## src/flash_ctrl_pkg.sv

```systemverilog
// Shared constants and carrier types for the flash bank, erase and deferred write control
`default_nettype none
package flash_ctrl_pkg;

  // Special-function register addresses
  localparam logic [7:0]  SFR_ERASE_TRIGGER = 8'h94;
  localparam logic [7:0]  SFR_FLASH_CTRL    = 8'hB2;
  localparam logic [7:0]  SFR_BANK_SELECT   = 8'hB6;
  localparam logic [7:0]  SFR_PAGE_NUMBER   = 8'hB7;

  // Field positions inside the flash control, page number and bank select registers
  localparam int unsigned PWE_BIT   = 0;
  localparam int unsigned MEEN_BIT  = 1;
  localparam int unsigned PSTWR_BIT = 2;
  localparam int unsigned PEND_BIT  = 3;
  localparam int unsigned PAGE_LSB  = 2;
  localparam int unsigned PAGE_W    = 6;
  localparam int unsigned BANK_W    = 2;

  // Modification key in I/O RAM, upper nibble
  localparam logic [15:0] IO_KEY_ADDR = 16'h2702;
  localparam int unsigned KEY_LSB     = 4;
  localparam int unsigned KEY_W       = 4;
  localparam logic [3:0]  KEY_OPEN    = 4'h2;

  // Erase trigger patterns
  localparam logic [7:0]  ERASE_PAGE_PAT  = 8'h55;
  localparam logic [7:0]  ERASE_WHOLE_PAT = 8'hAA;

  // Reset values
  localparam logic [7:0]  ERASE_TRIGGER_RST = 8'h00;
  localparam logic [1:0]  BANK_SELECT_RST   = 2'h1;
  localparam logic [5:0]  PAGE_NUMBER_RST   = 6'h00;
  localparam logic [3:0]  KEY_RST           = 4'h0;

  // Address widths: 64 KB logical space, four 32 KB physical banks
  localparam int unsigned LOG_AW  = 16;
  localparam int unsigned PHYS_AW = 17;

  typedef enum logic [1:0] {
    OP_WRITE       = 2'h0,
    OP_PAGE_ERASE  = 2'h1,
    OP_WHOLE_ERASE = 2'h2
  } flash_op_t;

  typedef struct packed {
    logic              valid;
    flash_op_t         op;
    logic [16:0]       addr;
    logic [7:0]        data;
  } flash_cmd_t;

  typedef struct packed {
    logic              rd;
    logic              wr;
    logic [7:0]        addr;
    logic [7:0]        wdata;
  } sfr_bus_t;

  typedef struct packed {
    logic              wr;
    logic [15:0]       addr;
    logic [7:0]        wdata;
  } xdata_wr_t;

endpackage
`default_nettype wire

```

## src/flash_bank_erase_posted_write_ctrl.sv

```systemverilog
// Flash bank mapping, erase triggering and deferred flash write control
`timescale 1ns/1ps
`default_nettype none
module flash_bank_erase_posted_write_ctrl
  import flash_ctrl_pkg::*;
(
  input  wire logic                      clk_i,
  input  wire logic                      rst_i,
  input  wire flash_ctrl_pkg::sfr_bus_t  sfr_i,
  output logic [7:0]                     sfr_rdata_o,
  input  wire flash_ctrl_pkg::xdata_wr_t xdata_i,
  input  wire logic                      int_enabled_i,
  input  wire logic                      debug_port_en_i,
  input  wire logic                      ce_enable_i,
  input  wire logic                      ce_busy_i,
  input  wire logic [15:0]               fetch_addr_i,
  output logic [16:0]                    fetch_phys_o,
  output logic                           fetch_stall_o,
  output flash_ctrl_pkg::flash_cmd_t     flash_cmd_o,
  input  wire logic                      flash_done_i,
  output logic                           deferred_write_waiting_o
);

  typedef enum logic [2:0] {
    S_IDLE  = 3'b001,
    S_ERASE = 3'b010,
    S_WRITE = 3'b100
  } seq_state_t;

  typedef struct packed {
    seq_state_t  st;
    logic        program_space_write_enable;
    logic        deferred_write_enable;
    logic        whole_erase_enable;
    logic [5:0]  erase_page_number;
    logic        page_armed;
    logic [1:0]  program_bank_select;
    logic [3:0]  modification_key;
    logic [7:0]  erase_trigger;
    flash_cmd_t  cmd;
    logic [7:0]  rdata;
    logic [16:0] fetch_phys;
    logic        stall;
  } ctrl_t;

  ctrl_t       s_q;
  ctrl_t       s_d;

  logic [16:0] fetch_map;
  logic [16:0] write_map;
  logic        key_ok;
  logic        flash_wr_try;
  logic        defer;
  logic        q_push;
  logic        q_pop;
  logic        q_pending;
  logic        drain_ready;
  flash_cmd_t  q_entry;
  flash_cmd_t  wr_cmd;
  logic        trig_wr;
  logic        page_go;
  logic        whole_go;
  logic        imm_go;
  logic        key_wr;
  logic        seq_idle;

  // Read data width follows the port, so zero padding tracks it
  localparam int unsigned SFR_DW = $bits(sfr_rdata_o);

  // Package constants must agree with the slices and widths used below
  if (PHYS_AW != LOG_AW - 1 + BANK_W) begin : g_bad_aw
    $error("flash control: physical width must be LOG_AW-1+BANK_W");
  end
  if ($bits(fetch_phys_o) != PHYS_AW) begin : g_bad_phys
    $error("flash control: fetch output width differs from PHYS_AW");
  end
  if (PAGE_LSB + PAGE_W > SFR_DW) begin : g_bad_page
    $error("flash control: page field overruns its register");
  end
  if (KEY_LSB + KEY_W > SFR_DW) begin : g_bad_key
    $error("flash control: key field overruns its byte");
  end
  if (PHYS_AW < PAGE_W) begin : g_bad_cmd
    $error("flash control: page number wider than command address");
  end

  bank_map #(
    .AW (LOG_AW),
    .BW (BANK_W),
    .PW (PHYS_AW)
  ) u_fetch_map (
    .logical_i (fetch_addr_i),
    .bank_i    (s_q.program_bank_select),
    .phys_o    (fetch_map)
  );

  bank_map #(
    .AW (LOG_AW),
    .BW (BANK_W),
    .PW (PHYS_AW)
  ) u_write_map (
    .logical_i (xdata_i.addr),
    .bank_i    (s_q.program_bank_select),
    .phys_o    (write_map)
  );

  posted_write_q #(
    .DEPTH (1)
  ) u_posted (
    .clk_i         (clk_i),
    .rst_i         (rst_i),
    .push_i        (q_push),
    .push_cmd_i    (wr_cmd),
    .ce_busy_i     (ce_busy_i),
    .drain_ready_i (drain_ready),
    .pending_o     (q_pending),
    .pop_o         (q_pop),
    .entry_o       (q_entry)
  );

  // Every modification, erase or write, is gated by the key
  assign key_ok       = (s_q.modification_key == KEY_OPEN);
  assign flash_wr_try = xdata_i.wr && s_q.program_space_write_enable;
  assign trig_wr      = sfr_i.wr && (sfr_i.addr == SFR_ERASE_TRIGGER);
  // Any command under way means the array is busy
  assign seq_idle     = (s_q.st == S_IDLE);
  // Only the two patterns do anything; idle check holds off commands mid-erase
  assign page_go      = trig_wr && (sfr_i.wdata == ERASE_PAGE_PAT) && key_ok
                        && s_q.page_armed && seq_idle;
  assign whole_go     = trig_wr && (sfr_i.wdata == ERASE_WHOLE_PAT) && key_ok
                        && s_q.whole_erase_enable && debug_port_en_i
                        && seq_idle;
  // Deferral only when both enables are set
  assign defer        = s_q.deferred_write_enable && ce_enable_i;
  // A full slot refuses the push, so the extra write is dropped
  assign q_push       = flash_wr_try && key_ok && defer && !q_pending;
  // A held entry also blocks immediate writes, so none overtakes it
  assign imm_go       = flash_wr_try && key_ok && !defer && !q_pending && seq_idle;
  // Held entry yields to any fresh command that claims the sequencer this cycle
  assign drain_ready  = seq_idle && !page_go && !whole_go && !imm_go;

  // Key lives in I/O RAM, reached by ordinary data writes
  assign key_wr       = xdata_i.wr && !s_q.program_space_write_enable
                        && (xdata_i.addr == IO_KEY_ADDR);

  always_comb begin
    wr_cmd       = '0;
    wr_cmd.valid = 1'b1;
    wr_cmd.op    = OP_WRITE;
    wr_cmd.addr  = write_map;
    wr_cmd.data  = xdata_i.wdata;
  end

  always_comb begin
    s_d           = s_q;
    s_d.cmd.valid = 1'b0;
    s_d.rdata     = s_q.rdata;

    // Trigger value is never kept; the register reads back nothing
    s_d.erase_trigger = ERASE_TRIGGER_RST;

    if (sfr_i.wr) begin
      case (sfr_i.addr)
        SFR_FLASH_CTRL: begin
          // Interrupt-enabled software may not arm byte writes
          if (!int_enabled_i) begin
            s_d.program_space_write_enable = sfr_i.wdata[PWE_BIT];
          end
          s_d.whole_erase_enable    = sfr_i.wdata[MEEN_BIT];
          s_d.deferred_write_enable = sfr_i.wdata[PSTWR_BIT];
          // Pending flag is read-only; its bit in a write is dropped
        end
        SFR_BANK_SELECT: begin
          s_d.program_bank_select = sfr_i.wdata[BANK_W-1:0];
        end
        SFR_PAGE_NUMBER: begin
          s_d.erase_page_number = sfr_i.wdata[PAGE_LSB +: PAGE_W];
          s_d.page_armed        = 1'b1;
        end
        default: begin
        end
      endcase
    end

    // Key is write-only from here; nothing reads it back
    if (key_wr) begin
      s_d.modification_key = xdata_i.wdata[KEY_LSB +: KEY_W];
    end

    // Write enable is spent by each byte, even a refused one
    if (flash_wr_try) begin
      s_d.program_space_write_enable = 1'b0;
    end

    // Erase beats immediate write beats held entry; one command outstanding
    case (s_q.st)
      S_IDLE: begin
        if (page_go) begin
          s_d.cmd.valid  = 1'b1;
          s_d.cmd.op     = OP_PAGE_ERASE;
          s_d.cmd.addr   = {{(PHYS_AW-PAGE_W){1'b0}}, s_q.erase_page_number};
          s_d.cmd.data   = '0;
          s_d.page_armed = 1'b0;
          s_d.st         = S_ERASE;
        end else if (whole_go) begin
          s_d.cmd.valid          = 1'b1;
          s_d.cmd.op             = OP_WHOLE_ERASE;
          s_d.cmd.addr           = '0;
          s_d.cmd.data           = '0;
          s_d.whole_erase_enable = 1'b0;
          s_d.st                 = S_ERASE;
        end else if (imm_go) begin
          s_d.cmd = wr_cmd;
          s_d.st  = S_WRITE;
        end else if (q_pop) begin
          s_d.cmd = q_entry;
          s_d.st  = S_WRITE;
        end
      end
      S_ERASE: begin
        // Fetch stall and command hold-off last until the array reports done
        if (flash_done_i) begin
          s_d.st = S_IDLE;
        end
      end
      S_WRITE: begin
        // A byte write holds the array the same way
        if (flash_done_i) begin
          s_d.st = S_IDLE;
        end
      end
      default: begin
        s_d.st = S_IDLE;
      end
    endcase

    // A fresh page number written in the same cycle as the erase still arms
    if (sfr_i.wr && (sfr_i.addr == SFR_PAGE_NUMBER) && page_go) begin
      s_d.page_armed = 1'b1;
    end

    if (sfr_i.rd) begin
      case (sfr_i.addr)
        SFR_FLASH_CTRL: begin
          // Whole-erase enable is write-only and reads as zero
          s_d.rdata            = '0;
          s_d.rdata[PWE_BIT]   = s_q.program_space_write_enable;
          s_d.rdata[PSTWR_BIT] = s_q.deferred_write_enable;
          s_d.rdata[PEND_BIT]  = q_pending;
        end
        SFR_BANK_SELECT: begin
          s_d.rdata = {{(SFR_DW-BANK_W){1'b0}}, s_q.program_bank_select};
        end
        default: begin
          // Write-only and unmapped locations read as zero
          s_d.rdata = '0;
        end
      endcase
    end

    // Registered so the output comes from a flop; costs one cycle of latency
    s_d.fetch_phys = fetch_map;
    // Fetch stall follows the sequencer so no fetch meets a busy array
    s_d.stall = (s_d.st != S_IDLE);
  end

  always_ff @(posedge clk_i) begin
    // Bank one after reset gives plain linear addressing
    if (rst_i) begin
      s_q                     <= '0;
      s_q.st                  <= S_IDLE;
      s_q.program_bank_select <= BANK_SELECT_RST;
      s_q.erase_page_number   <= PAGE_NUMBER_RST;
      s_q.modification_key    <= KEY_RST;
      s_q.erase_trigger       <= ERASE_TRIGGER_RST;
    end else begin
      s_q <= s_d;
    end
  end

  assign sfr_rdata_o              = s_q.rdata;
  assign fetch_phys_o             = s_q.fetch_phys;
  assign fetch_stall_o            = s_q.stall;
  assign flash_cmd_o              = s_q.cmd;
  assign deferred_write_waiting_o = q_pending;

endmodule // flash_bank_erase_posted_write_ctrl
`default_nettype wire

```

## src/bank_map.sv

```systemverilog
// Logical program address to physical flash address translation
`timescale 1ns/1ps
`default_nettype none
module bank_map #(
  parameter int unsigned AW = 16,
  parameter int unsigned BW = 2,
  parameter int unsigned PW = 17
) (
  input  wire logic [AW-1:0] logical_i,
  input  wire logic [BW-1:0] bank_i,
  output logic      [PW-1:0] phys_o
);
  if (PW != AW - 1 + BW) begin : g_bad_width
    $error("bank_map: PW must equal AW-1+BW");
  end

  always_comb begin
    // Lower window never follows the bank field
    phys_o = {{BW{1'b0}}, logical_i[AW-2:0]};
    // Upper window: bank times window size plus offset; bank 0 aliases lower
    if (logical_i[AW-1]) begin
      phys_o = {bank_i, logical_i[AW-2:0]};
    end
  end
endmodule // bank_map
`default_nettype wire

```

## src/posted_write_q.sv

```systemverilog
// One-entry holding slot for flash writes deferred until the compute engine goes idle
`timescale 1ns/1ps
`default_nettype none
module posted_write_q
  import flash_ctrl_pkg::*;
#(
  parameter int unsigned DEPTH = 1
) (
  input  wire logic        clk_i,
  input  wire logic        rst_i,
  input  wire logic        push_i,
  input  wire flash_ctrl_pkg::flash_cmd_t push_cmd_i,
  input  wire logic        ce_busy_i,
  input  wire logic        drain_ready_i,
  output logic             pending_o,
  output logic             pop_o,
  output flash_ctrl_pkg::flash_cmd_t entry_o
);
  if (DEPTH != 1) begin : g_bad_depth
    $error("posted_write_q: only a single entry is supported");
  end

  typedef struct packed {
    logic       full;
    logic       busy_prev;
    logic       fell;
    flash_cmd_t entry;
  } q_state_t;

  q_state_t q_q;
  q_state_t q_d;
  logic     fall_now;

  assign pending_o = q_q.full;
  assign entry_o   = q_q.entry;
  assign fall_now  = q_q.busy_prev && !ce_busy_i;
  // Fall seen while the sequencer was busy is remembered, not lost
  assign pop_o     = q_q.full && (q_q.fell || fall_now) && drain_ready_i;

  always_comb begin
    q_d           = q_q;
    q_d.busy_prev = ce_busy_i;
    if (q_q.full && fall_now) begin
      q_d.fell = 1'b1;
    end
    if (pop_o) begin
      q_d.full = 1'b0;
      q_d.fell = 1'b0;
    end else if (push_i && !q_q.full) begin
      q_d.full  = 1'b1;
      q_d.fell  = 1'b0;
      q_d.entry = push_cmd_i;
    end
  end

  always_ff @(posedge clk_i) begin
    if (rst_i) begin
      q_q <= '0;
    end else begin
      q_q <= q_d;
    end
  end
endmodule // posted_write_q
`default_nettype wire

```

## config.mk

```make
export PLATFORM = sky130hd
export DESIGN_NAME = flash_bank_erase_posted_write_ctrl
export DESIGN_NICKNAME = d
export VERILOG_FILES = /design/src/flash_ctrl_pkg.sv /design/src/flash_bank_erase_posted_write_ctrl.sv /design/src/bank_map.sv /design/src/posted_write_q.sv
export SDC_FILE = /design/constraint.sdc
export NUM_CORES = 1
export LEC_CHECK = 0
export ABC_AREA = 1
export BUFFER_PORTS_ARGS = -buffer_cell sky130_fd_sc_hd__buf_2
export CAP_MARGIN = 10
export CELL_PAD_IN_SITES_DETAIL_PLACEMENT = 1
export CELL_PAD_IN_SITES_GLOBAL_PLACEMENT = 1
export CORE_UTILIZATION = 41
export DETAILED_ROUTE_END_ITERATION = 10
export PLACE_DENSITY_LB_ADDON = 0.1
export SLEW_MARGIN = 20
export SYNTH_ARGS = -nofsm -noshare
export SYNTH_HDL_FRONTEND = slang
export SYNTH_SLANG_ARGS = --single-unit
```

## constraint.sdc

```tcl
create_clock -name clk_i -period 3.4 [get_ports clk_i]
set_input_delay 0.68 -clock clk_i [delete_from_list [all_inputs] [get_ports clk_i]]
set_output_delay 0.68 -clock clk_i [all_outputs]
set_load 0.1 [all_outputs]
```

======== After elaboration in Yosys (flattened, before gate mapping) ========
Index checks and enable logic that the tools add are counted.
Widths: inputs -> output; s select.
word-level totals
  logic and storage cells ................. 111
  input bits .............................. 66
  output and inout bits ................... 55
  bits in registers ....................... 102
cells by class
  muxes and demuxes ....................... 22
  bitwise operators ....................... 4
  equal/unequal tests ..................... 12
  reductions and logical operators ........ 51
operator list
  cell                  count
  $mux 28               4
  $eq 8x8->1 const B    5
  $logic_and 1x1->1     30
  $mux 17               1
  $eq 16x14->1 const B  1
  $mux 3                5
  $mux 10               1
  $reduce_and 2->1      5
  $reduce_or 2->1       5
  $eq 8x7->1 const B    1
  $pmux 4 s2            1
  $logic_not 1->1       7
  $mux 1                7
  $mux 7                1
  $pmux 3 s2            1
  $eq 4x2->1 const B    1
  $not 1->1             4
  $reduce_bool 4->1     1
  $eq 3x1->1 const B    1
  $eq 3x2->1 const B    1
  $eq 3x3->1 const B    1
  $ne 3x1->1 const B    1
  $reduce_and 3->1      1
  $reduce_or 3->1       1
  2 further kinds       2

======== Longest topological paths before layout ========
  depth after elaboration ................. 17
  depth in mapped cells ................... 12
  gate-level depth less buffers ........... 11

======== By module ========
A second synthesis with hierarchy kept.
unflattened totals
  cell total of the unflattened synthesis .. 793
  area total of the unflattened synthesis .. 5386.4 µm²
by module, submodules not included
  module                              sequential area each (µm²)  area an instance (µm²)  instances  cells each
  flash_bank_erase_posted_write_ctrl  1381.3                      3796.1                  1          585
  posted_write_q                      620.6                       1335.0                  1          170
  bank_map                            0.0                         127.6                   2          19

======== Worst setup path before layout ========
OpenSTA, ideal clock, no wires.
  path type ............................... reg-to-reg
  from .................................... reg u_posted.q_q (netlist bit u_posted.pending_o)
  to ...................................... reg s_q (netlist bit flash_cmd_o[13])
  required time ........................... 3.282 ns
  slack ................................... 1.216 ns
  arrival time ............................ 2.067 ns
  clock period less this slack ............ 2.184 ns
  buffers on the path ..................... 1
  cell stages (with the launch flop) ...... 7
  library setup time ...................... 0.118 ns
  cells stage by stage .................... dfxtp_1 > inv_1 > a21oi_2 > nand3_2 > buf_4 > a21boi_1 > a21oi_2
between the ends
  cells in the longest elaborated chain, start to end .. 8
  elaborated cells on any way between the ends .. 12
  classes of those cells .................. 3 x mux; 9 x reduce/logical
ends and longest elaborated chain
  element                             RTL line                                   text
  start, declared                     posted_write_q.sv:30                       q_state_t q_q;
  start signal, assigned              posted_write_q.sv:60                       q_q <= q_d;
  $logic_not 1->1                     flash_bank_erase_posted_write_ctrl.sv:138  assign imm_go = flash_wr_try && key_ok && !defer && !q_pending && seq_idle;
  $logic_and 1x1->1 (2 in series)     flash_bank_erase_posted_write_ctrl.sv:138
  $logic_not 1->1                     flash_bank_erase_posted_write_ctrl.sv:140  assign drain_ready = seq_idle && !page_go && !whole_go && !imm_go;
  $logic_and 1x1->1                   flash_bank_erase_posted_write_ctrl.sv:140
  $logic_and 1x1->1                   posted_write_q.sv:38                       assign pop_o = q_q.full && (q_q.fell || fall_now) && drain_ready_i;
  $reduce_bool 4->1 (no source line)  n/a
  $reduce_and 2->1 (no source line)   n/a
  end, declared                       flash_bank_erase_posted_write_ctrl.sv:46   ctrl_t s_q;
Several ways; a longest one is shown, not always the timed one.
A chain may end at the register's enable or synchronous reset.

======== Worst setup path after layout ========
  from .................................... in sfr_i[10] in the netlist's numbering
  to ...................................... reg s_q (netlist bit flash_cmd_o[26])
between the ends
  cells in the longest elaborated chain, start to end .. 13
  elaborated cells on any way between the ends .. 21
  classes of those cells .................. 1 x eq/ne; 2 x mux; 18 x reduce/logical
ends and longest elaborated chain
  element                                               RTL line                                                                              text
  start, declared                                       flash_bank_erase_posted_write_ctrl.sv:9                                               input wire flash_ctrl_pkg::sfr_bus_t sfr_i,
  $eq 8x8->1 *                                          flash_bank_erase_posted_write_ctrl.sv:124                                             assign trig_wr = sfr_i.wr && (sfr_i.addr == SFR_ERASE_TRIGGER);
  $logic_and 1x1->1 *                                   flash_bank_erase_posted_write_ctrl.sv:124
  $logic_and 1x1->1 (on tied branches) (2 in series)    flash_bank_erase_posted_write_ctrl.sv:128, flash_bank_erase_posted_write_ctrl.sv:130
  $logic_and 1x1->1 (on tied branches) (2 in series)    flash_bank_erase_posted_write_ctrl.sv:129, flash_bank_erase_posted_write_ctrl.sv:131
  $logic_not 1->1 or $logic_and 1x1->1 (tied branches)  flash_bank_erase_posted_write_ctrl.sv:140, flash_bank_erase_posted_write_ctrl.sv:132
  $logic_and 1x1->1 or $logic_not 1->1 (tied branches)  flash_bank_erase_posted_write_ctrl.sv:140
  $logic_and 1x1->1 (2 in series)                       flash_bank_erase_posted_write_ctrl.sv:140
  $logic_and 1x1->1                                     posted_write_q.sv:38
  $reduce_bool 4->1 (no source line)                    n/a
  $reduce_and 2->1 (no source line)                     n/a
Every way passes the cells marked *; elsewhere a longest branch is shown, timed or not.

==> flow_metrics.py <==
metrics = {
    "status": {
        "outcome": "finished clean",
    },
    "yosys": {
        "synth.distinct_cells": 37,
        "syn_inst": 650,
        "syn_area_per_cell_um2": 7.34,
        "synth_seq_area_share": 0.411,
        "netlist_area_um2": 4770,
        "synth_top_cell_by_area": "dfxtp_1",
        "synth_top_cell_area_share": 0.411,
        "yosysWarnings": 0,
        "synthTopCellsByArea": "dfxtp_1, nand2_1, buf_4, nor2_1, a21oi_1",
        "ys_ff_latch": 98,
    },
    "sta": {
        "fin_crit_ps": 2580,
        "final-setup-viol-count": 0,
        "tns_ps": 0,
        "hold_viol": 0,
        "period_share": 0.760,
        "fin_hold_ws_ps": 446,
        "slew_viol_final": 0,
        "max_freq_mhz": 387,
        "rsz0062_at_grt": "false",
        "slew-limit-headroom": 0.458,
        "fin_skew_ps": 8.82,
        "worst_pin_slew_ps": 811,
        "finalWorstSetupSlack_ps": 815,
    },
    "floorplanning": {
        "die_height_um": 110,
        "rows": 39,
        "num_io_pins": 121,
        "core-area_um2": 11400,
        "floorplan.initialDensity": 0.419,
        "die_width_um": 110,
        "die_area_um2": 12100,
    },
    "grt": {
        "grt_pass1_wl_um": 21200,
        "grt_max_degree": 43,
        "grt_use_total": 0.231,
        "overflow": 0,
        "antenna_found_initial": 0,
        "grt_pass1_vias": 4309,
    },
    "power_and_ir_drop": {
        "power_density_nw_per_um2": 441,
        "ir_drop_uv": 276,
        "leakage_uw": 0.00249,
    },
    "route": {
        "drt_iter0_markers": 106,
        "firstDrtPassIters": 4,
        "drc": 0,
        "vias": 4301,
        "detail_route.vias_per_cell": 5.05,
        "finalWirelength_um": 13100,
        "wl_per_cell_um": 15.4,
        "drtAntennaViolNets": 0,
    },
    "placed_design": {
        "hpwl_um": 9390,
        "numPortBuffers": 116,
        "gp_congestion": 0.755,
        "dp_worst_setup_slack_ps": 447,
    },
    "clock_tree": {
        "h-tree-depth": 3,
        "cts_tree": "yes",
        "cts_resized": 0,
        "path_clk_slew_ps": 70,
        "post_cts_buffers": 0,
        "clock_latency_ps": 350,
        "clockRootBuffer": "clkbuf_16",
        "cts_hold_buf": 0,
        "cts.sinks": 98,
        "clockBufferDepth": 2,
        "tritoncts.num_buffers": 9,
    },
    "worst_hold_path": {
        "min_path_type": "reg -> reg",
    },
    "finish": {
        "nets": 770,
        "regArea_um2": 1960,
        "synthToLayoutAreaGrowth_pct": 11.2,
        "layout_commonest_cell": "nand2_1",
        "n_antenna_cell": 0,
        "final_cell_mix": "nand2_1, buf_2, dfxtp_1",
        "nFillCells": 1489,
        "drive_gt1_frac": 0.246,
        "multiInputGateArea_um2": 2060,
    },
    "critical_path": {
        "endpoint_kind": "flip-flop",
        "worstSetupStartpointType": "input port",
        "cp.arrival_ps": 2810,
        "critPathMaxFanout": 26,
        "rrSetupSlack_ps": 840,
        "path_class": "in -> reg",
        "cp_data_required_time_ps": 3620,
    },
    "job": {
        "drv_cap": 0,
    },
}
## metrics by stage
stage	cells	utilization	instance area, um^2	power (uW)
finish	851	0.466	5300	2340
global route	851	0.466	5300	2420
CTS	851	0.466	5300	2360
detailed placement	836	0.443	5040	1420
global placement	836	0.443	5040	1420
floorplan	653	-	4780	1360
## sequential cells by signal, summed over array words and instances, names as in the netlist
register and flops:
fetch_phys_o 17, fetch_stall_o 1, flash_cmd_o 28, s_q 19
sfr_rdata_o 4, u_posted.entry_o 26, u_posted.pending_o 1, u_posted.q_q 2
## worst max-delay path, stage by stage
cell and delay [ps]:
buf_2 100, inv_1 60, nor2_2 50, nand2_1 90, nor2_4 70, a21oi_4 600, nand3_2 580, nand2_1 310
nand2_1 80, nor3b_1 170
## path summary, 6_finish.rpt
kind | from | end | depth (start not counted)
worst max-delay path | sfr_i[10] | flash_cmd_o[26]$_SDFFE_PP0P_ | 10
worst min-delay path | s_q[75]$_SDFF_PP0_ | s_q[75]$_SDFF_PP0_ | 2
worst max register to register | s_q[79]$_SDFF_PP0_ | flash_cmd_o[26]$_SDFFE_PP0P_ | 9
worst min register to register | s_q[75]$_SDFF_PP0_ | s_q[75]$_SDFF_PP0_ | 2
## final cells by class
class | instances | area share
clock buffers | 11 | 0.0439
clock inverters | 4 | 0.00543
inverters | 54 | 0.0382
multi-input cells | 418 | 0.389
flip-flops and latches | 98 | 0.370
well taps | 143 | 0.0338
repair buffers | 123 | 0.119
## logic make-up (layout without fill, tap and decap cells)
| kind of cell | count (synthesis) | after routing | share of synthesized area |
|---|---|---|---|
| buffers and inverters | 137 | 192 | 0.158 |
| other | 1 | 4 | 0.000786 |
| DFF | 98 | 98 | 0.411 |
| AOI/OAI and AO/OA | 105 | 105 | 0.127 |
| and+or+nand+nor | 309 | 309 | 0.303 |
## where the power goes
part | internal, uW | leakage, uW | total, uW | switching, uW
clock | 494 | 0.000122 | 944 | 450
sequential | 1160 | 0.000795 | 1160 | 3.53
combinational | 51.1 | 0.00157 | 231 | 180
total | 1710 | 0.00249 | 2340 | 634
## routing by layer
| metal | global-route usage | vias up | part of all wire | wire length, um |
|---|---|---|---|---|
| li1 | - | 2146 | - | - |
| met1 | 0.287 | 2058 | 0.45 | 5940 |
| met2 | 0.400 | 82 | 0.49 | 6450 |
| met3 | 0.0415 | 15 | 0.039 | 507 |
| met4 | 0.0800 | 0 | 0.014 | 187 |
| met5 | 0 | - | 0 | 0 |
## synthesized netlist by cell type
| library cell | number |
|---|---|
| o221ai_1 | 1 |
| inv_1 | 49 |
| nand2_1 | 124 |
| o2111ai_2 | 1 |
| nor2_2 | 5 |
| nor2_4 | 3 |
| nor3b_1 | 3 |
| a21boi_1 | 1 |
| nor2_8 | 2 |
| a21boi_0 | 3 |
| a21boi_2 | 2 |
| nor3_1 | 3 |
| a211oi_1 | 1 |
| nand3_1 | 28 |
| or2_2 | 1 |
| conb_1 | 1 |
| nand3b_1 | 9 |
| or2_1 | 1 |
| nor4_1 | 1 |
| nand2_2 | 3 |
| nor2_1 | 92 |
| buf_4 | 56 |
| nand4_1 | 26 |
| a21oi_1 | 45 |
| nor3_2 | 2 |
| inv_2 | 5 |
| a21oi_4 | 1 |
| o21ai_0 | 41 |
| o21ai_1 | 1 |
| a21oi_2 | 7 |
| buf_2 | 13 |
| buf_6 | 2 |
| dfxtp_1 | 98 |
| nand3_2 | 5 |
| nand3b_2 | 1 |
| clkbuf_1 | 12 |
| o211ai_1 | 1 |
Note: power is estimated with default switching activity, not from simulation.
